==> src/rtl/bsq_pkg.sv <==
// Constants, encodings and state codes of the post-reset boot sequencer.
// Assumes a single 10 MHz clock domain; all users import the whole package.
package bsq_pkg;
	localparam int DW = 16;
	localparam int AW = 24;
	localparam int FIFO_W = 16;
	localparam int FIFO_D = 16;
	localparam logic [23:0] DSP_INIT = 24'h000090;
	localparam logic [23:0] SSP_INIT = 24'h000080;
	localparam logic [23:0] ENTRY_HI_ADDR = 24'h000060;
	localparam logic [23:0] ENTRY_LO_ADDR = 24'h000061;
	localparam logic [23:0] DIRECT_ENTRY = 24'h400000;
	localparam logic [1:0] STK_32_SLOW = 2'h0;
	localparam logic [15:0] DELAY_TAG = 16'hFFFF;
	localparam logic [1:0] SETTLE_CYC = 2'h2;
	localparam logic [3:0] BM_SPI24 = 4'h1;
	localparam logic [3:0] BM_USB = 4'h2;
	localparam logic [3:0] BM_I2C = 4'h3;
	localparam logic [3:0] BM_HP_MUX = 4'h5;
	localparam logic [3:0] BM_HP_NMUX = 4'h6;
	localparam logic [3:0] BM_DIRECT = 4'h8;
	localparam logic [3:0] BM_SPI16 = 4'h9;
	localparam logic [3:0] BM_PAR8 = 4'hA;
	localparam logic [3:0] BM_PAR16 = 4'hB;
	localparam logic [3:0] BM_SER16 = 4'hE;
	localparam logic [3:0] BM_SER8 = 4'hF;
	localparam longint SINE_STEP = 64'd26353589;
	localparam int SINE_FRAC = 30;
	typedef enum logic [2:0] {
		SRC_NONE = 3'h0, SRC_HOST = 3'h1, SRC_PAR = 3'h2, SRC_SERIAL = 3'h3,
		SRC_SPI = 3'h4, SRC_USB = 3'h5, SRC_I2C = 3'h6
	} bsq_src_t;
	typedef enum logic [3:0] {
		ST_INIT = 4'h0, ST_SELECT = 4'h1, ST_HOST_WAIT = 4'h2,
		ST_ENT_HI = 4'h3, ST_ENT_LO = 4'h4, ST_REG_CNT = 4'h5,
		ST_REG_ADDR = 4'h6, ST_REG_VAL = 4'h7, ST_DELAY = 4'h8,
		ST_SEC_LEN = 4'h9, ST_SEC_DH = 4'hA, ST_SEC_DL = 4'hB,
		ST_SEC_DATA = 4'hC, ST_FINISH = 4'hD, ST_RUN = 4'hE, ST_ERR = 4'hF
	} bsq_state_t;
endpackage

==> src/rtl/bsq_top.sv <==
// Boot sequencer: init of processor state, boot-table parsing, sine ROM.
// Assumes boot words arrive on mclk from the selected peripheral; pins async.

module bsq_fifo #(
	parameter int W = 16,
	parameter int D = 16
) (
	input wire logic mclk,
	input wire logic rst,
	input wire logic [W-1:0] in_data,
	input wire logic in_valid,
	output logic in_ready,
	output logic [W-1:0] out_data,
	output logic out_valid,
	input wire logic out_ready
);
	localparam int PW = $clog2(D);
	logic [W-1:0] mem [D];
	logic [PW:0] wp_r, wp_nxt, rp_r, rp_nxt;
	logic push, pop;
	assign in_ready = (wp_r - rp_r) != (PW+1)'(D);
	assign out_valid = wp_r != rp_r;
	assign out_data = mem[rp_r[PW-1:0]];
	assign push = in_valid && in_ready;
	assign pop = out_valid && out_ready;
	always_comb begin
		wp_nxt = push ? wp_r + 1'b1 : wp_r;
		rp_nxt = pop ? rp_r + 1'b1 : rp_r;
	end
	always_ff @(posedge mclk or posedge rst) begin
		if (rst) begin
			wp_r <= '0;
			rp_r <= '0;
		end else begin
			wp_r <= wp_nxt;
			rp_r <= rp_nxt;
		end
	end
	// Storage has no reset; only pointers define contents
	always_ff @(posedge mclk) begin
		if (push) begin
			mem[wp_r[PW-1:0]] <= in_data;
		end
	end
endmodule

module bsq_top (
	input wire logic mclk,
	input wire logic rst,
	input wire logic [3:0] boot_select_pins,
	input wire logic host_load_done,
	input wire logic [23:0] host_entry,
	input wire logic [15:0] src_data,
	input wire logic src_valid,
	output logic src_ready,
	output bsq_pkg::bsq_src_t src_sel,
	output logic par_width16,
	output logic spi_addr24,
	output logic ser_width16,
	output logic [23:0] data_stack_pointer,
	output logic [23:0] system_stack_pointer,
	output logic [1:0] stack_mode,
	output logic global_interrupt_mask,
	output logic sign_extension_mode,
	output logic legacy_compatibility_mode,
	output logic mem_we,
	output logic [23:0] mem_addr,
	output logic [15:0] mem_wdata,
	output logic io_we,
	output logic [15:0] io_addr,
	output logic [15:0] io_wdata,
	output logic exec_start,
	output logic [23:0] exec_addr,
	output logic boot_done,
	output logic boot_error,
	output logic handshake_o,
	output logic handshake_oe,
	input wire logic [7:0] sine_addr,
	output logic [15:0] sine_data
);
	import bsq_pkg::*;

	// Minsky rotation: tiny elaboration cost, no table file needed
	function automatic logic [15:0] sine_fn(int idx);
		longint s;
		longint c;
		longint v;
		s = 0;
		c = 64'sd1 <<< SINE_FRAC;
		for (int k = 0; k < idx; k++) begin
			c = c - ((SINE_STEP * s) >>> SINE_FRAC);
			s = s + ((SINE_STEP * c) >>> SINE_FRAC);
		end
		v = s >>> 15;
		if (v > 32767) v = 32767;
		if (v < -32767) v = -32767;
		return v[15:0];
	endfunction

	logic [15:0] sine_rom [256];
	for (genvar i = 0; i < 256; i++) begin : g_sine
		assign sine_rom[i] = sine_fn(i);
	end

	logic [3:0] pins_m_r, pins_s_r;
	logic done_m_r, done_s_r;
	logic [23:0] hent_m_r, hent_s_r;
	bsq_state_t state_r, state_nxt;
	bsq_src_t src_r, src_nxt;
	logic [3:0] mode_r, mode_nxt;
	logic [1:0] settle_r, settle_nxt, stk_r, stk_nxt;
	logic [23:0] dsp_r, dsp_nxt, ssp_r, ssp_nxt, entry_r, entry_nxt;
	logic [23:0] dest_r, dest_nxt, maddr_r, maddr_nxt, xaddr_r, xaddr_nxt;
	logic [15:0] cnt_r, cnt_nxt, raddr_r, raddr_nxt, len_r, len_nxt;
	logic [15:0] dly_r, dly_nxt, mdat_r, mdat_nxt;
	logic [15:0] ioa_r, ioa_nxt, iod_r, iod_nxt, sine_r, sine_nxt;
	logic gim_r, gim_nxt, sxm_r, sxm_nxt, lcm_r, lcm_nxt;
	logic mwe_r, mwe_nxt, iowe_r, iowe_nxt, xs_r, xs_nxt;
	logic p16_r, p16_nxt, a24_r, a24_nxt, s16_r, s16_nxt, oe_r, oe_nxt;
	logic [15:0] f_data;
	logic f_valid, f_ready, take;

	bsq_fifo #(.W(FIFO_W), .D(FIFO_D)) u_fifo (
		.mclk(mclk),
		.rst(rst),
		.in_data(src_data),
		.in_valid(src_valid),
		.in_ready(src_ready),
		.out_data(f_data),
		.out_valid(f_valid),
		.out_ready(f_ready)
	);

	// Delay holds the FIFO, so the source sees back-pressure
	// Holding off one cycle lets a config write land first
	assign f_ready = !iowe_r && (state_r inside {ST_ENT_HI, ST_ENT_LO,
		ST_REG_CNT,
		ST_REG_ADDR, ST_REG_VAL, ST_SEC_LEN, ST_SEC_DH, ST_SEC_DL,
		ST_SEC_DATA});
	assign take = f_ready && f_valid;

	always_comb begin
		state_nxt = state_r;
		src_nxt = src_r;
		mode_nxt = mode_r;
		settle_nxt = settle_r;
		stk_nxt = stk_r;
		dsp_nxt = dsp_r;
		ssp_nxt = ssp_r;
		entry_nxt = entry_r;
		dest_nxt = dest_r;
		maddr_nxt = maddr_r;
		xaddr_nxt = xaddr_r;
		cnt_nxt = cnt_r;
		raddr_nxt = raddr_r;
		len_nxt = len_r;
		dly_nxt = dly_r;
		mdat_nxt = mdat_r;
		ioa_nxt = ioa_r;
		iod_nxt = iod_r;
		gim_nxt = gim_r;
		sxm_nxt = sxm_r;
		lcm_nxt = lcm_r;
		p16_nxt = p16_r;
		a24_nxt = a24_r;
		s16_nxt = s16_r;
		oe_nxt = oe_r;
		mwe_nxt = 1'b0;
		iowe_nxt = 1'b0;
		xs_nxt = 1'b0;
		sine_nxt = sine_rom[sine_addr];
		case (state_r)
			ST_INIT: begin
				dsp_nxt = DSP_INIT;
				ssp_nxt = SSP_INIT;
				stk_nxt = STK_32_SLOW;
				gim_nxt = 1'b1;
				sxm_nxt = 1'b0;
				lcm_nxt = 1'b1;
				settle_nxt = settle_r + 2'h1;
				// Lets the pin synchroniser fill before sampling
				if (settle_r == SETTLE_CYC) begin
					state_nxt = ST_SELECT;
				end
			end
			ST_SELECT: begin
				mode_nxt = pins_s_r;
				state_nxt = ST_ENT_HI;
				oe_nxt = 1'b1;
				case (pins_s_r)
					BM_SPI24: begin
						src_nxt = SRC_SPI;
						a24_nxt = 1'b1;
					end
					BM_SPI16: src_nxt = SRC_SPI;
					BM_USB: src_nxt = SRC_USB;
					BM_I2C: src_nxt = SRC_I2C;
					BM_PAR8: src_nxt = SRC_PAR;
					BM_PAR16: begin
						src_nxt = SRC_PAR;
						p16_nxt = 1'b1;
					end
					BM_SER8: src_nxt = SRC_SERIAL;
					BM_SER16: begin
						src_nxt = SRC_SERIAL;
						s16_nxt = 1'b1;
					end
					BM_HP_MUX, BM_HP_NMUX: begin
						src_nxt = SRC_HOST;
						oe_nxt = 1'b0;
						state_nxt = ST_HOST_WAIT;
					end
					BM_DIRECT: begin
						src_nxt = SRC_PAR;
						p16_nxt = 1'b1;
						oe_nxt = 1'b0;
						sxm_nxt = 1'b1;
						xaddr_nxt = DIRECT_ENTRY;
						xs_nxt = 1'b1;
						state_nxt = ST_RUN;
					end
					default: begin
						oe_nxt = 1'b0;
						state_nxt = ST_ERR;
					end
				endcase
			end
			ST_HOST_WAIT: begin
				if (done_s_r) begin
					sxm_nxt = 1'b1;
					xaddr_nxt = hent_s_r;
					xs_nxt = 1'b1;
					state_nxt = ST_RUN;
				end
			end
			ST_ENT_HI: begin
				if (take) begin
					entry_nxt[23:16] = f_data[7:0];
					mwe_nxt = 1'b1;
					maddr_nxt = ENTRY_HI_ADDR;
					mdat_nxt = f_data;
					state_nxt = ST_ENT_LO;
				end
			end
			ST_ENT_LO: begin
				if (take) begin
					entry_nxt[15:0] = f_data;
					mwe_nxt = 1'b1;
					maddr_nxt = ENTRY_LO_ADDR;
					mdat_nxt = f_data;
					state_nxt = ST_REG_CNT;
				end
			end
			ST_REG_CNT: begin
				if (take) begin
					cnt_nxt = f_data;
					state_nxt = (f_data == 16'h0000) ? ST_SEC_LEN : ST_REG_ADDR;
				end
			end
			ST_REG_ADDR: begin
				if (take) begin
					raddr_nxt = f_data;
					state_nxt = ST_REG_VAL;
				end
			end
			ST_REG_VAL: begin
				if (take) begin
					cnt_nxt = cnt_r - 16'h0001;
					if (raddr_r == DELAY_TAG) begin
						dly_nxt = f_data;
						state_nxt = ST_DELAY;
					end else begin
						iowe_nxt = 1'b1;
						ioa_nxt = raddr_r;
						iod_nxt = f_data;
						// Next word is taken only after the write lands
						state_nxt = (cnt_r == 16'h0001) ? ST_SEC_LEN
							: ST_REG_ADDR;
					end
				end
			end
			ST_DELAY: begin
				if (dly_r == 16'h0000) begin
					state_nxt = (cnt_r == 16'h0000) ? ST_SEC_LEN : ST_REG_ADDR;
				end else begin
					dly_nxt = dly_r - 16'h0001;
				end
			end
			ST_SEC_LEN: begin
				if (take) begin
					len_nxt = f_data;
					state_nxt = (f_data == 16'h0000) ? ST_FINISH : ST_SEC_DH;
				end
			end
			ST_SEC_DH: begin
				if (take) begin
					dest_nxt[23:16] = f_data[7:0];
					state_nxt = ST_SEC_DL;
				end
			end
			ST_SEC_DL: begin
				if (take) begin
					dest_nxt[15:0] = f_data;
					state_nxt = ST_SEC_DATA;
				end
			end
			ST_SEC_DATA: begin
				if (take) begin
					mwe_nxt = 1'b1;
					maddr_nxt = dest_r;
					mdat_nxt = f_data;
					dest_nxt = dest_r + 24'h000001;
					len_nxt = len_r - 16'h0001;
					if (len_r == 16'h0001) begin
						state_nxt = ST_SEC_LEN;
					end
				end
			end
			ST_FINISH: begin
				sxm_nxt = 1'b1;
				xaddr_nxt = entry_r;
				xs_nxt = 1'b1;
				state_nxt = ST_RUN;
			end
			ST_RUN, ST_ERR: state_nxt = state_r;
			default: state_nxt = ST_ERR;
		endcase
	end

	always_ff @(posedge mclk or posedge rst) begin
		if (rst) begin
			pins_m_r <= 4'h0;
			pins_s_r <= 4'h0;
			done_m_r <= 1'b0;
			done_s_r <= 1'b0;
			hent_m_r <= 24'h000000;
			hent_s_r <= 24'h000000;
			state_r <= ST_INIT;
			{src_r, mode_r, settle_r, stk_r} <= {SRC_NONE, 4'h0, 2'h0, STK_32_SLOW};
			{dsp_r, ssp_r, entry_r, dest_r} <= '0;
			{maddr_r, xaddr_r, cnt_r, raddr_r, len_r} <= '0;
			{dly_r, mdat_r, ioa_r, iod_r, sine_r} <= '0;
			{gim_r, sxm_r, lcm_r, mwe_r, iowe_r, xs_r} <= 6'h38;
			{p16_r, a24_r, s16_r, oe_r} <= 4'h0;
		end else begin
			pins_m_r <= boot_select_pins;
			pins_s_r <= pins_m_r;
			done_m_r <= host_load_done;
			done_s_r <= done_m_r;
			hent_m_r <= host_entry;
			hent_s_r <= hent_m_r;
			state_r <= state_nxt;
			{src_r, mode_r, settle_r, stk_r} <= {src_nxt, mode_nxt, settle_nxt, stk_nxt};
			{dsp_r, ssp_r, entry_r, dest_r} <= {dsp_nxt, ssp_nxt, entry_nxt, dest_nxt};
			{maddr_r, xaddr_r, cnt_r, raddr_r, len_r} <=
				{maddr_nxt, xaddr_nxt, cnt_nxt, raddr_nxt, len_nxt};
			{dly_r, mdat_r, ioa_r, iod_r, sine_r} <=
				{dly_nxt, mdat_nxt, ioa_nxt, iod_nxt, sine_nxt};
			{gim_r, sxm_r, lcm_r, mwe_r, iowe_r, xs_r} <=
				{gim_nxt, sxm_nxt, lcm_nxt, mwe_nxt, iowe_nxt, xs_nxt};
			{p16_r, a24_r, s16_r, oe_r} <= {p16_nxt, a24_nxt, s16_nxt, oe_nxt};
		end
	end

	assign src_sel = src_r;
	assign {par_width16, spi_addr24, ser_width16} = {p16_r, a24_r, s16_r};
	assign data_stack_pointer = dsp_r;
	assign system_stack_pointer = ssp_r;
	assign stack_mode = stk_r;
	assign global_interrupt_mask = gim_r;
	assign sign_extension_mode = sxm_r;
	assign legacy_compatibility_mode = lcm_r;
	assign {mem_we, mem_addr, mem_wdata} = {mwe_r, maddr_r, mdat_r};
	assign {io_we, io_addr, io_wdata} = {iowe_r, ioa_r, iod_r};
	assign {exec_start, exec_addr} = {xs_r, xaddr_r};
	assign boot_done = state_r == ST_RUN;
	assign boot_error = state_r == ST_ERR;
	// Handshake rises during delays and once the jump is made
	assign handshake_o = state_r == ST_DELAY || state_r == ST_RUN;
	assign handshake_oe = oe_r;
	assign sine_data = sine_r;
endmodule

==> config.mk <==
export PLATFORM = sky130hd
export DESIGN_NAME = bsq_top
export DESIGN_NICKNAME = d
export VERILOG_FILES = /design/src/rtl/bsq_pkg.sv /design/src/rtl/bsq_top.sv
export SDC_FILE = /design/constraint.sdc
export NUM_CORES = 1
export LEC_CHECK = 0
export BUFFER_PORTS_ARGS = -buffer_cell sky130_fd_sc_hd__buf_4
export CORE_AREA = 4 4 269 271
export DETAILED_ROUTE_END_ITERATION = 12
export DIE_AREA = 0 0 273 275
export GPL_TIMING_DRIVEN = 0
export PLACE_DENSITY_LB_ADDON = 0.12
export SKIP_CTS_REPAIR_TIMING = 1
export SYNTH_ARGS = -nofsm -noshare
export SYNTH_HDL_FRONTEND = slang
export SYNTH_SLANG_ARGS = --single-unit
==> constraint.sdc <==
create_clock -name mclk -period 9.8 [get_ports mclk]
set_input_delay 0.98 -clock mclk [delete_from_list [all_inputs] [get_ports mclk]]
set_output_delay 0.98 -clock mclk [all_outputs]
set_load 0.05 [all_outputs]
==> Word level (Yosys, flattened, before mapping) <==
Memory sizes are Yosys's and may differ from the RTL's. A register that Yosys moved wholly into a read port is not among the register bits.
Cells that the tools add are included.
{ "classes": {"bitwise": 3, "n_addsub": 8, "reduce_logical": 45, "eq_ne": 48, "n_mux": 55} }
{ "op_table": {"columns": ["cell", "n"], "rows": [
  ["$mux 24", 6],
  ["$pmux 24 s3", 2],
  ["$pmux 16 s2", 4],
  ["$mux 16", 6],
  ["$mux 4", 17],
  ["$eq 4x4->1 const B", 14],
  ["$pmux 4 s14", 1],
  ["$logic_not 16->1", 3],
  ["$sub 16x1->16 const B", 3],
  ["$eq 16x1->1 const B", 2],
  ["$add 24x1->24 const B", 1],
  ["$eq 4x3->1 const B", 6],
  ["$ne 2x1->1 const B", 12],
  ["$reduce_and 3->1", 7],
  ["$pmux 3 s6", 1],
  ["$eq 16x16->1 const B", 1],
  ["$eq 4x2->1 const B", 4],
  ["$pmux 8 s2", 1],
  ["$reduce_and 2->1", 8],
  ["$reduce_and 14->1", 1],
  ["$mux 1", 12],
  ["$pmux 4 s3", 1],
  ["$add 5x1->5 const B", 2],
  ["$reduce_bool 2->1", 5],
  ["25 further kinds", 39]
]} }
{ "word_totals": {"mem_bits_rw": 256, "memories": 2, "out_inout_bits": 179, "mem_bits_ro": 4096, "in_bits": 56, "reg_bits": 295} }
{ "memory_table": {"columns": ["name", "words", "word_bits", "read_ports", "rd_ports_with_merged_regs", "wr", "line", "rtl"], "rows": [
  ["(no name shown)", 256, 16, 1, 1, 0, "bsq_top.sv:171", "sine_nxt = sine_rom[sine_addr];"],
  ["u_fifo.mem", 16, 16, 1, 0, 1, "bsq_top.sv:18", "logic [W-1:0] mem [D];"]
]} }

==> Longest topological paths before layout <==
Gate-level depths: netlist of the first run.
{ "logic_depth": {"word_depth": 6, "ltp_mapped": 14, "depth_no_buf": 10} }

==> Modules after synthesis <==
From an unflattened synthesis of the first run, not the netlist that was laid out.
{ "unflattened": {"hier_cells": 2543, "area_unflattened_um2": 28335.9} }
{ "by_module_without_submodules": {"columns": ["mod", "cells_each", "instances", "area_each_um2", "seq_area_each_um2"], "rows": [
  ["bsq_top", 1994, 1, 17649.4, 7508.5],
  ["bsq_fifo", 549, 1, 10686.5, 7937.6]
]} }

==> Least setup slack after synthesis of the first run <==
Ideal clock, no wire load.
{ "synth_path": {"path_type": "input -> register", "start": "input sine_addr[0]", "end": "register sine_r[7] (netlist: sine_data[7])", "t_arrival_ns": 3.457, "cell_stages": 9, "path_buffers": 2, "setup_slack_ns": 6.205, "setup_ns": 0.138, "cell_sequence": "clkbuf_1 -> clkbuf_1 -> inv_1 -> ha_1 -> or3b_2 -> o21ai_0 -> o21ai_0 -> mux4_2 -> mux4_2"} }
{ "synth_between": {"elab_chain_len": 1} }
{ "synth_rtl": {"columns": ["element", "line", "rtl"], "rows": [
  ["from (decl)", "bsq_top.sv:78", "input wire logic [7:0] sine_addr,"],
  ["$not 8->9 (implied by the code)", "bsq_top.sv:171", null],
  ["to (decl)", "bsq_top.sv:116", "logic [15:0] ioa_r, ioa_nxt, iod_r, iod_nxt, sine_r, sine_nxt;"]
]} }
No other way between the ends.
A chain may end at the register's enable or synchronous reset.

==> Worst setup path in the final report of the first run <==
{ "layout_path": {"start": "input sine_addr[0]", "end": "register sine_r[10] (netlist: sine_data[10])"} }
Same word-level chain as after synthesis.

==> results.py, run 1 <==
metrics = {
    "sta": {
        "finalMaxSlewViolations": 0,
        "clock_skew_ns": 0.02810,
        "hold_slack_ns": 0.3462,
        "min_period_ns": 5.605,
        "grt_setup_unrepaired": "no",
        "fin_ws_ns": 4.195,
        "relSlewSlack_pct": 7.401,
        "fin_crit_sh_pct": 57.19,
        "clock.fmax_mhz": 178.4,
        "finalHoldViolCount": 0,
        "worstMarginPinSlew_ns": 1.386,
        "finalSetupTns_ns": 0,
        "setup_viol": 0,
    },
    "power_and_ir_drop": {
        "swShare_pct": 44.76,
        "seqPwrFrac_pct": 32.9,
        "power_frac_clock_pct": 21.6,
        "combPwrFrac_pct": 45.5,
        "ir_worst_vdd_v": 0.0002342,
        "cellPowerDensity_nw_per_um2": 326.0,
        "switching_power_mw": 4.756,
        "leakage_nw": 12.77,
        "internal-power_mw": 5.869,
    },
    "setup_path": {
        "path_buf_inv": 6,
        "crit_path_frequent_cell": "clkbuf_1",
        "required_ns": 10.27,
        "cpPeakStageDelay_ns": 0.82,
        "path_delay_family": "buffers and inverters",
        "crit_path_start_kind": "input pin",
        "slowest_stage": "a221oi_1",
        "end_kind": "register",
        "worstSetupPathType": "in2reg",
        "crit_arrival_ns": 6.08,
        "cp_max_fo": 10,
        "crit_chain": "buf_4 > clkbuf_1 > clkbuf_1 > inv_1 > ha_1 > clkbuf_1 > nand2b_1 > clkbuf_1 > nand2_1 > a221oi_1 > or3_1 > o21ai_0 > a311oi_1",
    },
    "placed_design": {
        "gp_congestion": 1.048,
        "dpl_worst_slack_ns": 3.985,
        "hpwl_um": 81640,
        "port_buffers": 184,
    },
    "clock_network": {
        "cts_htree_levels": 2,
        "cts_tree": "done",
        "clk_latency_ns": 0.65,
        "cts_buffer_depth": 3,
        "clock-sinks": 566,
        "path_clk_slew_ns": 0.06,
        "root_buffer": "clkbuf_16",
        "cts_buffers": 60,
    },
    "cells_and_area": {
        "nets": 2954,
        "nFillCells": 6466,
        "area_growth_pct": 17.19,
        "drive_above_1_share_pct": 15.49,
    },
    "global_route": {
        "grt_remaining_overflow": 0,
        "antenna_found_initial": 5,
        "grt_start_max_net_pins": 129,
        "gr-usage-all-layers_pct": 30.59,
        "first_global_vias": 23020,
        "grt_pass1_wl_um": 167500,
    },
    "routing": {
        "via_count": 23420,
        "avgRoutedWirePerCell_um": 30.39,
        "wirelength_um": 117100,
        "drt-pass1-iter-count": 6,
        "drt-vias-per-instance": 6.078,
        "drcViolationCount": 0,
        "first_iter_violations": 2971,
        "ant_nets": 0,
    },
    "floorplan": {
        "pin_count": 235,
        "start_util_pct": 39.85,
        "die_w_um": 273,
        "row_count": 97,
        "core_um2": 69790,
        "dieArea_um2": 75080,
        "die_h_um": 275,
    },
    "yosys": {
        "synth.largest_area_cell": "dfrtp_1",
        "ys_seq_area_share_pct": 55.54,
        "avgSynthCellArea_um2": 10.82,
        "synth_top_area_share_pct": 27.81,
        "yosys_warnings": 0,
        "netlist_instances": 2570,
        "yosysUniqueCellTypes": 86,
        "synth_area_leaders": "dfrtp_1, edfxtp_1, mux4_2",
        "synth-edff-count": 256,
        "synth_seq_cells": 566,
        "ys.flop_type": "dfrtp_1",
        "netlist_area_um2": 27810,
        "async_reset_ff_share_pct": 54.77,
    },
    "hold_path": {
        "worstHoldPathType": "reg2reg",
    },
    "job": {
        "drv_cap": 0,
    },
    "outcome": {
        "outcome": "complete, no violations",
    },
}
-- cells by family (layout without fill, tap and decap cells) --
family	Yosys count	after routing	share of synthesized area, %
AO/OA/AOI/OAI	782	782	17.67
AND/OR/NAND/NOR	764	764	12.71
flip-flops	566	566	55.54
buffers and inverters	286	581	4.855
multiplexers	122	122	7.248
adder cells (fa/ha/maj)	32	32	1.440
XOR/XNOR	16	16	0.5039
other	2	50	0.02701
-- cell usage after synthesis, drive strengths merged (8+ instances only) --
cell / instances
or3: 16
a211oi: 23
nor2: 184
o31ai: 14
nand3: 46
or2: 8
a22oi: 44
nand4: 18
xnor2: 13
and3: 14
nor4: 17
nor2b: 33
a311oi: 15
ha: 32
a21oi: 218
o311ai: 11
a21o: 9
a221oi: 15
clkbuf: 153
and2: 29
o211ai: 21
a22o: 29
nor3: 52
mux2: 17
dfrtp: 309
inv: 46
o22a: 16
mux4: 60
nand2b: 27
edfxtp: 256
o22ai: 14
nand2: 298
a31oi: 43
o21ai: 234
mux2i: 45
buf: 85
-- worst paths after layout --
| path | to | start | cells after the start | slack, ns |
|---|---|---|---|---|
| worst max-delay path | sine_data[10]$_DFF_PP0_ | sine_addr[0] | 13 | 4.20 |
| worst min-delay path | hent_s_r[21]$_DFF_PP0_ | hent_m_r[21]$_DFF_PP0_ | 0 | 0.35 |
| worst max register to register | io_addr[15]$_DFFE_PP0P_ | u_fifo.rp_r[1]$_DFFE_PP0P_ | 13 | 5.04 |
| worst min register to register | hent_s_r[21]$_DFF_PP0_ | hent_m_r[21]$_DFF_PP0_ | 0 | 0.35 |
| max in group asynchronous | dly_r[4]$_DFFE_PP0P_ | rst | 3 | 8.38 |
| min in group asynchronous | hent_m_r[1]$_DFF_PP0_ | rst | 2 | 0.38 |
-- registers in the layout (all words and copies together) (netlist names), 24 cells and up --
register and cells:
u_fifo.mem 256, dest_r 24, entry_r 24, exec_addr 24
hent_m_r 24, hent_s_r 24, mem_addr 24
-- routing by layer --
| layer | up-vias | part of all wire, % | global-route usage [%] |
|---|---|---|---|
| met1 | 11870 | 43 | 43.37 |
| met2 | 1251 | 44 | 46.48 |
| met5 | - | 0.044 | 0 |
| met3 | 258 | 9.5 | 7.352 |
| met4 | 8 | 3.7 | 10.17 |
| li1 | 10030 | - | - |
-- stage by stage --
step                      power [mW]  util, %  instances  cell area (um2)
after global placement         8.254    43.77       3741            30540
after detailed placement       8.330    43.87       3744            30610
after global routing           11.16    46.70       3852            32590
final                          10.62    46.70       3853            32590
after floorplan                6.520        -       2617            27990
after CTS                      10.64    46.70       3852            32590
-- placed cells by master, fill, tap and decap left out, types with 46 or more instances in the layout --
| master | netlist | routed |
|---|---|---|
| edfxtp_1 | 256 | 256 |
| clkbuf_16 | 0 | 60 |
| clkbuf_1 | 153 | 166 |
| o21ai_0 | 233 | 233 |
| nor2_1 | 184 | 184 |
| mux4_2 | 55 | 55 |
| buf_4 | 53 | 237 |
| nand2_1 | 297 | 297 |
| nor3_1 | 52 | 52 |
| nand3_1 | 46 | 46 |
| conb_1 | 2 | 49 |
| a21oi_1 | 215 | 215 |
| dfrtp_1 | 309 | 309 |
-- cell type report --
| type | instances | area (um2) | area share, % |
|---|---|---|---|
| Sequential cell | 566 | 15450 | 47.40 |
| Clock inverter | 32 | 384.1 | 1.179 |
| Clock buffer | 76 | 1592 | 4.883 |
| Tap cell | 940 | 1176 | 3.609 |
| Timing Repair Buffer | 187 | 1441 | 4.423 |
| Multi-Input combinational cell | 1765 | 11190 | 34.34 |
| Antenna cell | 1 | 2.502 | 0.007678 |
| Inverter | 48 | 187.7 | 0.5759 |
| Buffer | 238 | 1170 | 3.590 |
-- power by group through the flow --
stage	clock (mW)	combinational [mW]	sequential, mW
3_5_place_dp	0	4.80	3.53
3_3_place_gp	0	4.74	3.51
4_1_cts	2.33	4.82	3.49
6_report	2.29	4.84	3.50
5_1_grt	2.43	5.16	3.57
2_1_floorplan	0	2.44	4.08
No activity file was read; power rests on OpenSTA's default activity.
==> run 2: changes to the inputs <==
- clock period: 9.8 -> 5.3 ns (I/O delays scaled with it)
==> run 2 against run 1 <==
Effect of this change: the run now ends with capacitance limit, slew limit left; register-to-register slack got worse by 4.7 ns; cell count increased by 0.93%; critical path depth unchanged; cell area is 1.5% higher; via count increased by 1.3%; setup slack worse by 3.9 ns; clock power increased by 96%; worst hold slack got worse by 0.32 ns; largest cell class unchanged; highest routed layer unchanged.
==> results.py, run 2 (synthesis gave the netlist of run 1 again) <==
metrics = {
    "outcome": {
        "outcome": "complete, but fails checks",
        "failed_checks": "capacitance limit, slew limit",
    },
    "setup_path": {
        "end_kind": "register",
        "crit_arrival_ns": 5.49,
        "crit_path_start_kind": "input pin",
        "path_depth": 13,
        "cp_max_fo": 10,
        "crit_chain": "buf_4 > clkbuf_1 > clkbuf_1 > inv_1 > ha_1 > clkbuf_1 > nand2b_1 > and3_1 > nor3_1 > a211oi_1 > o21ai_0 > nand3_1 > o21ai_0",
        "path_delay_family": "buffers and inverters",
        "cpPeakStageDelay_ns": 0.72,
        "worst_r2r_path_depth": 13,
        "required_ns": 5.76,
        "worstSetupPathType": "in2reg",
        "crit_path_frequent_cell": "clkbuf_1",
        "slowest_stage": "clkbuf_1",
        "path_buf_inv": 5,
    },
    "routing": {
        "drcViolationCount": 0,
        "wirelength_um": 115300,
        "drt-pass1-iter-count": 6,
        "ant_nets": 0,
        "drt-vias-per-instance": 6.100,
        "first_iter_violations": 2759,
        "avgRoutedWirePerCell_um": 29.66,
        "via_count": 23720,
    },
    "sta": {
        "clock.fmax_mhz": 198.9,
        "worstMarginPinSlew_ns": 1.502,
        "grt_setup_unrepaired": "no",
        "fin_ws_ns": 0.2727,
        "finalHoldViolCount": 0,
        "min_period_ns": 5.027,
        "fin_crit_sh_pct": 94.85,
        "relSlewSlack_pct": -0.3581,
        "clock_skew_ns": 0.09192,
        "finalMaxSlewViolations": 9,
        "setup_viol": 0,
    },
    "placed_design": {
        "placed_cells": 3749,
        "hpwl_um": 79550,
        "gp_congestion": 1.083,
        "dpl_worst_slack_ns": 0.05629,
        "port_buffers": 184,
    },
    "floorplan": {
        "core_um2": 69790,
        "start_util_pct": 39.85,
        "row_count": 97,
        "dieArea_um2": 75080,
        "die_h_um": 275,
        "pin_count": 235,
        "die_w_um": 273,
    },
    "clock_network": {
        "clk_latency_ns": 0.69,
        "path_clk_slew_ns": 0.06,
        "cts_htree_levels": 2,
        "cts_tree": "done",
        "cts_buffers": 61,
        "root_buffer": "clkbuf_16",
        "clock-sinks": 566,
        "cts_buffer_depth": 3,
    },
    "power_and_ir_drop": {
        "cellPowerDensity_nw_per_um2": 602.4,
        "ir_worst_vdd_v": 0.0003598,
        "leakage_nw": 13.00,
    },
    "global_route": {
        "grtUsageMet3_pct": 7.378,
        "grt_remaining_overflow": 0,
        "antenna_found_initial": 6,
        "gr-usage-all-layers_pct": 29.91,
        "gr-usage-met1_pct": 41.08,
        "grt_util_met2_pct": 45.18,
        "grt_pass1_wl_um": 163900,
        "first_global_vias": 23140,
        "busiest_layer": "met2",
        "grt_start_max_net_pins": 43,
    },
    "cells_and_area": {
        "final_cell_mix": "dfrtp_1, nand2_1, edfxtp_1",
        "drive_above_1_share_pct": 15.96,
        "nets": 2983,
        "final_common_cell": "dfrtp_1",
        "largest_register_ffs": 256,
        "area_growth_pct": 19.00,
        "stdcell_count": 3889,
    },
    "hold_path": {
        "hold_depth": 1,
        "worstHoldPathType": "in2reg",
    },
    "job": {
        "drv_cap": 1,
    },
}
run 2: cell count changes in the layout (fill, tap and decap cells not counted), moves of 2 or more:
| cell | change |
|---|---|
| buf_12 | +8 |
| buf_16 | -2 |
| clkbuf_1 | -6 |
| clkbuf_16 | +3 |
| clkbuf_8 | +4 |
| clkinv_1 | -3 |
| clkinv_2 | +6 |
| diode_2 | +3 |
| dlygate4sd3_1 | +23 |
| inv_8 | -2 |
run 2: metal layers:
| metal | routed length, um | vias to the layer above |
|---|---|---|
| met5 | 20 | - |
| met4 | 5838 | 2 |
| met3 | 10840 | 332 |
| met2 | 50330 | 1305 |
| met1 | 48320 | 11970 |
| li1 | - | 10120 |
run 2: worst paths after layout:
check                                      startpoint                       to  slack, ns
setup reg to reg           u_fifo.rp_r[1]$_DFFE_PP0P_   io_addr[6]$_DFFE_PP0P_       0.35
max in group asynchronous                         rst     dly_r[6]$_DFFE_PP0P_       3.61
hold / removal                           sine_addr[7]  sine_data[15]$_DFF_PP0_       0.03
hold reg to reg                hent_m_r[23]$_DFF_PP0_   hent_s_r[23]$_DFF_PP0_       0.29
setup / recovery                         sine_addr[0]   sine_data[9]$_DFF_PP0_       0.27
min in group asynchronous                         rst    hent_s_r[3]$_DFF_PP0_       0.47
run 2: worst register-to-register path, stage by stage (launching register included):
cell and delay [ns]:
dfrtp_1 0.44, buf_2 0.33, buf_1 0.58, inv_1 0.25, ha_1 0.36, and2_1 0.18
a41o_1 0.32, a21oi_1 0.42, clkbuf_1 0.59, nand2_1 0.37, inv_1 0.26, buf_1 0.48
nand2_1 0.20, nand2_1 0.11
run 2: where the power goes:
group	internal, mW	total (mW)	switching, mW
combinational	2.75	8.99	6.24
clock	2.62	4.48	1.86
sequential	5.70	6.46	0.763
run 2: final cells by class:
| class | instances | area [um2] |
|---|---|---|
| multi-input cells | 1765 | 11190 |
| well taps | 940 | 1176 |
| diodes | 4 | 10.01 |
| flip-flops and latches | 566 | 15450 |
| clock inverters | 36 | 445.4 |
| clock buffers | 77 | 1699 |
| repair buffers | 215 | 1772 |
| fillers | 6478 | 36690 |
| inverters | 48 | 183.9 |
| plain buffers | 238 | 1170 |
run 2: through the flow:
stage	total power, mW	hold slack, ns	area (um2)	util (%)	setup TNS, ns
5_1_grt	20.88	0.002664	33080	47.40	0
3_3_place_gp	15.25	0.3346	30550	43.77	-379.83
4_1_cts	19.91	-0.1255	32850	47.07	0
2_1_floorplan	12.06	0.3312	27990	-	0
3_5_place_dp	15.40	0.3355	30710	44.00	0
6_report	19.93	0.03094	33090	47.42	0
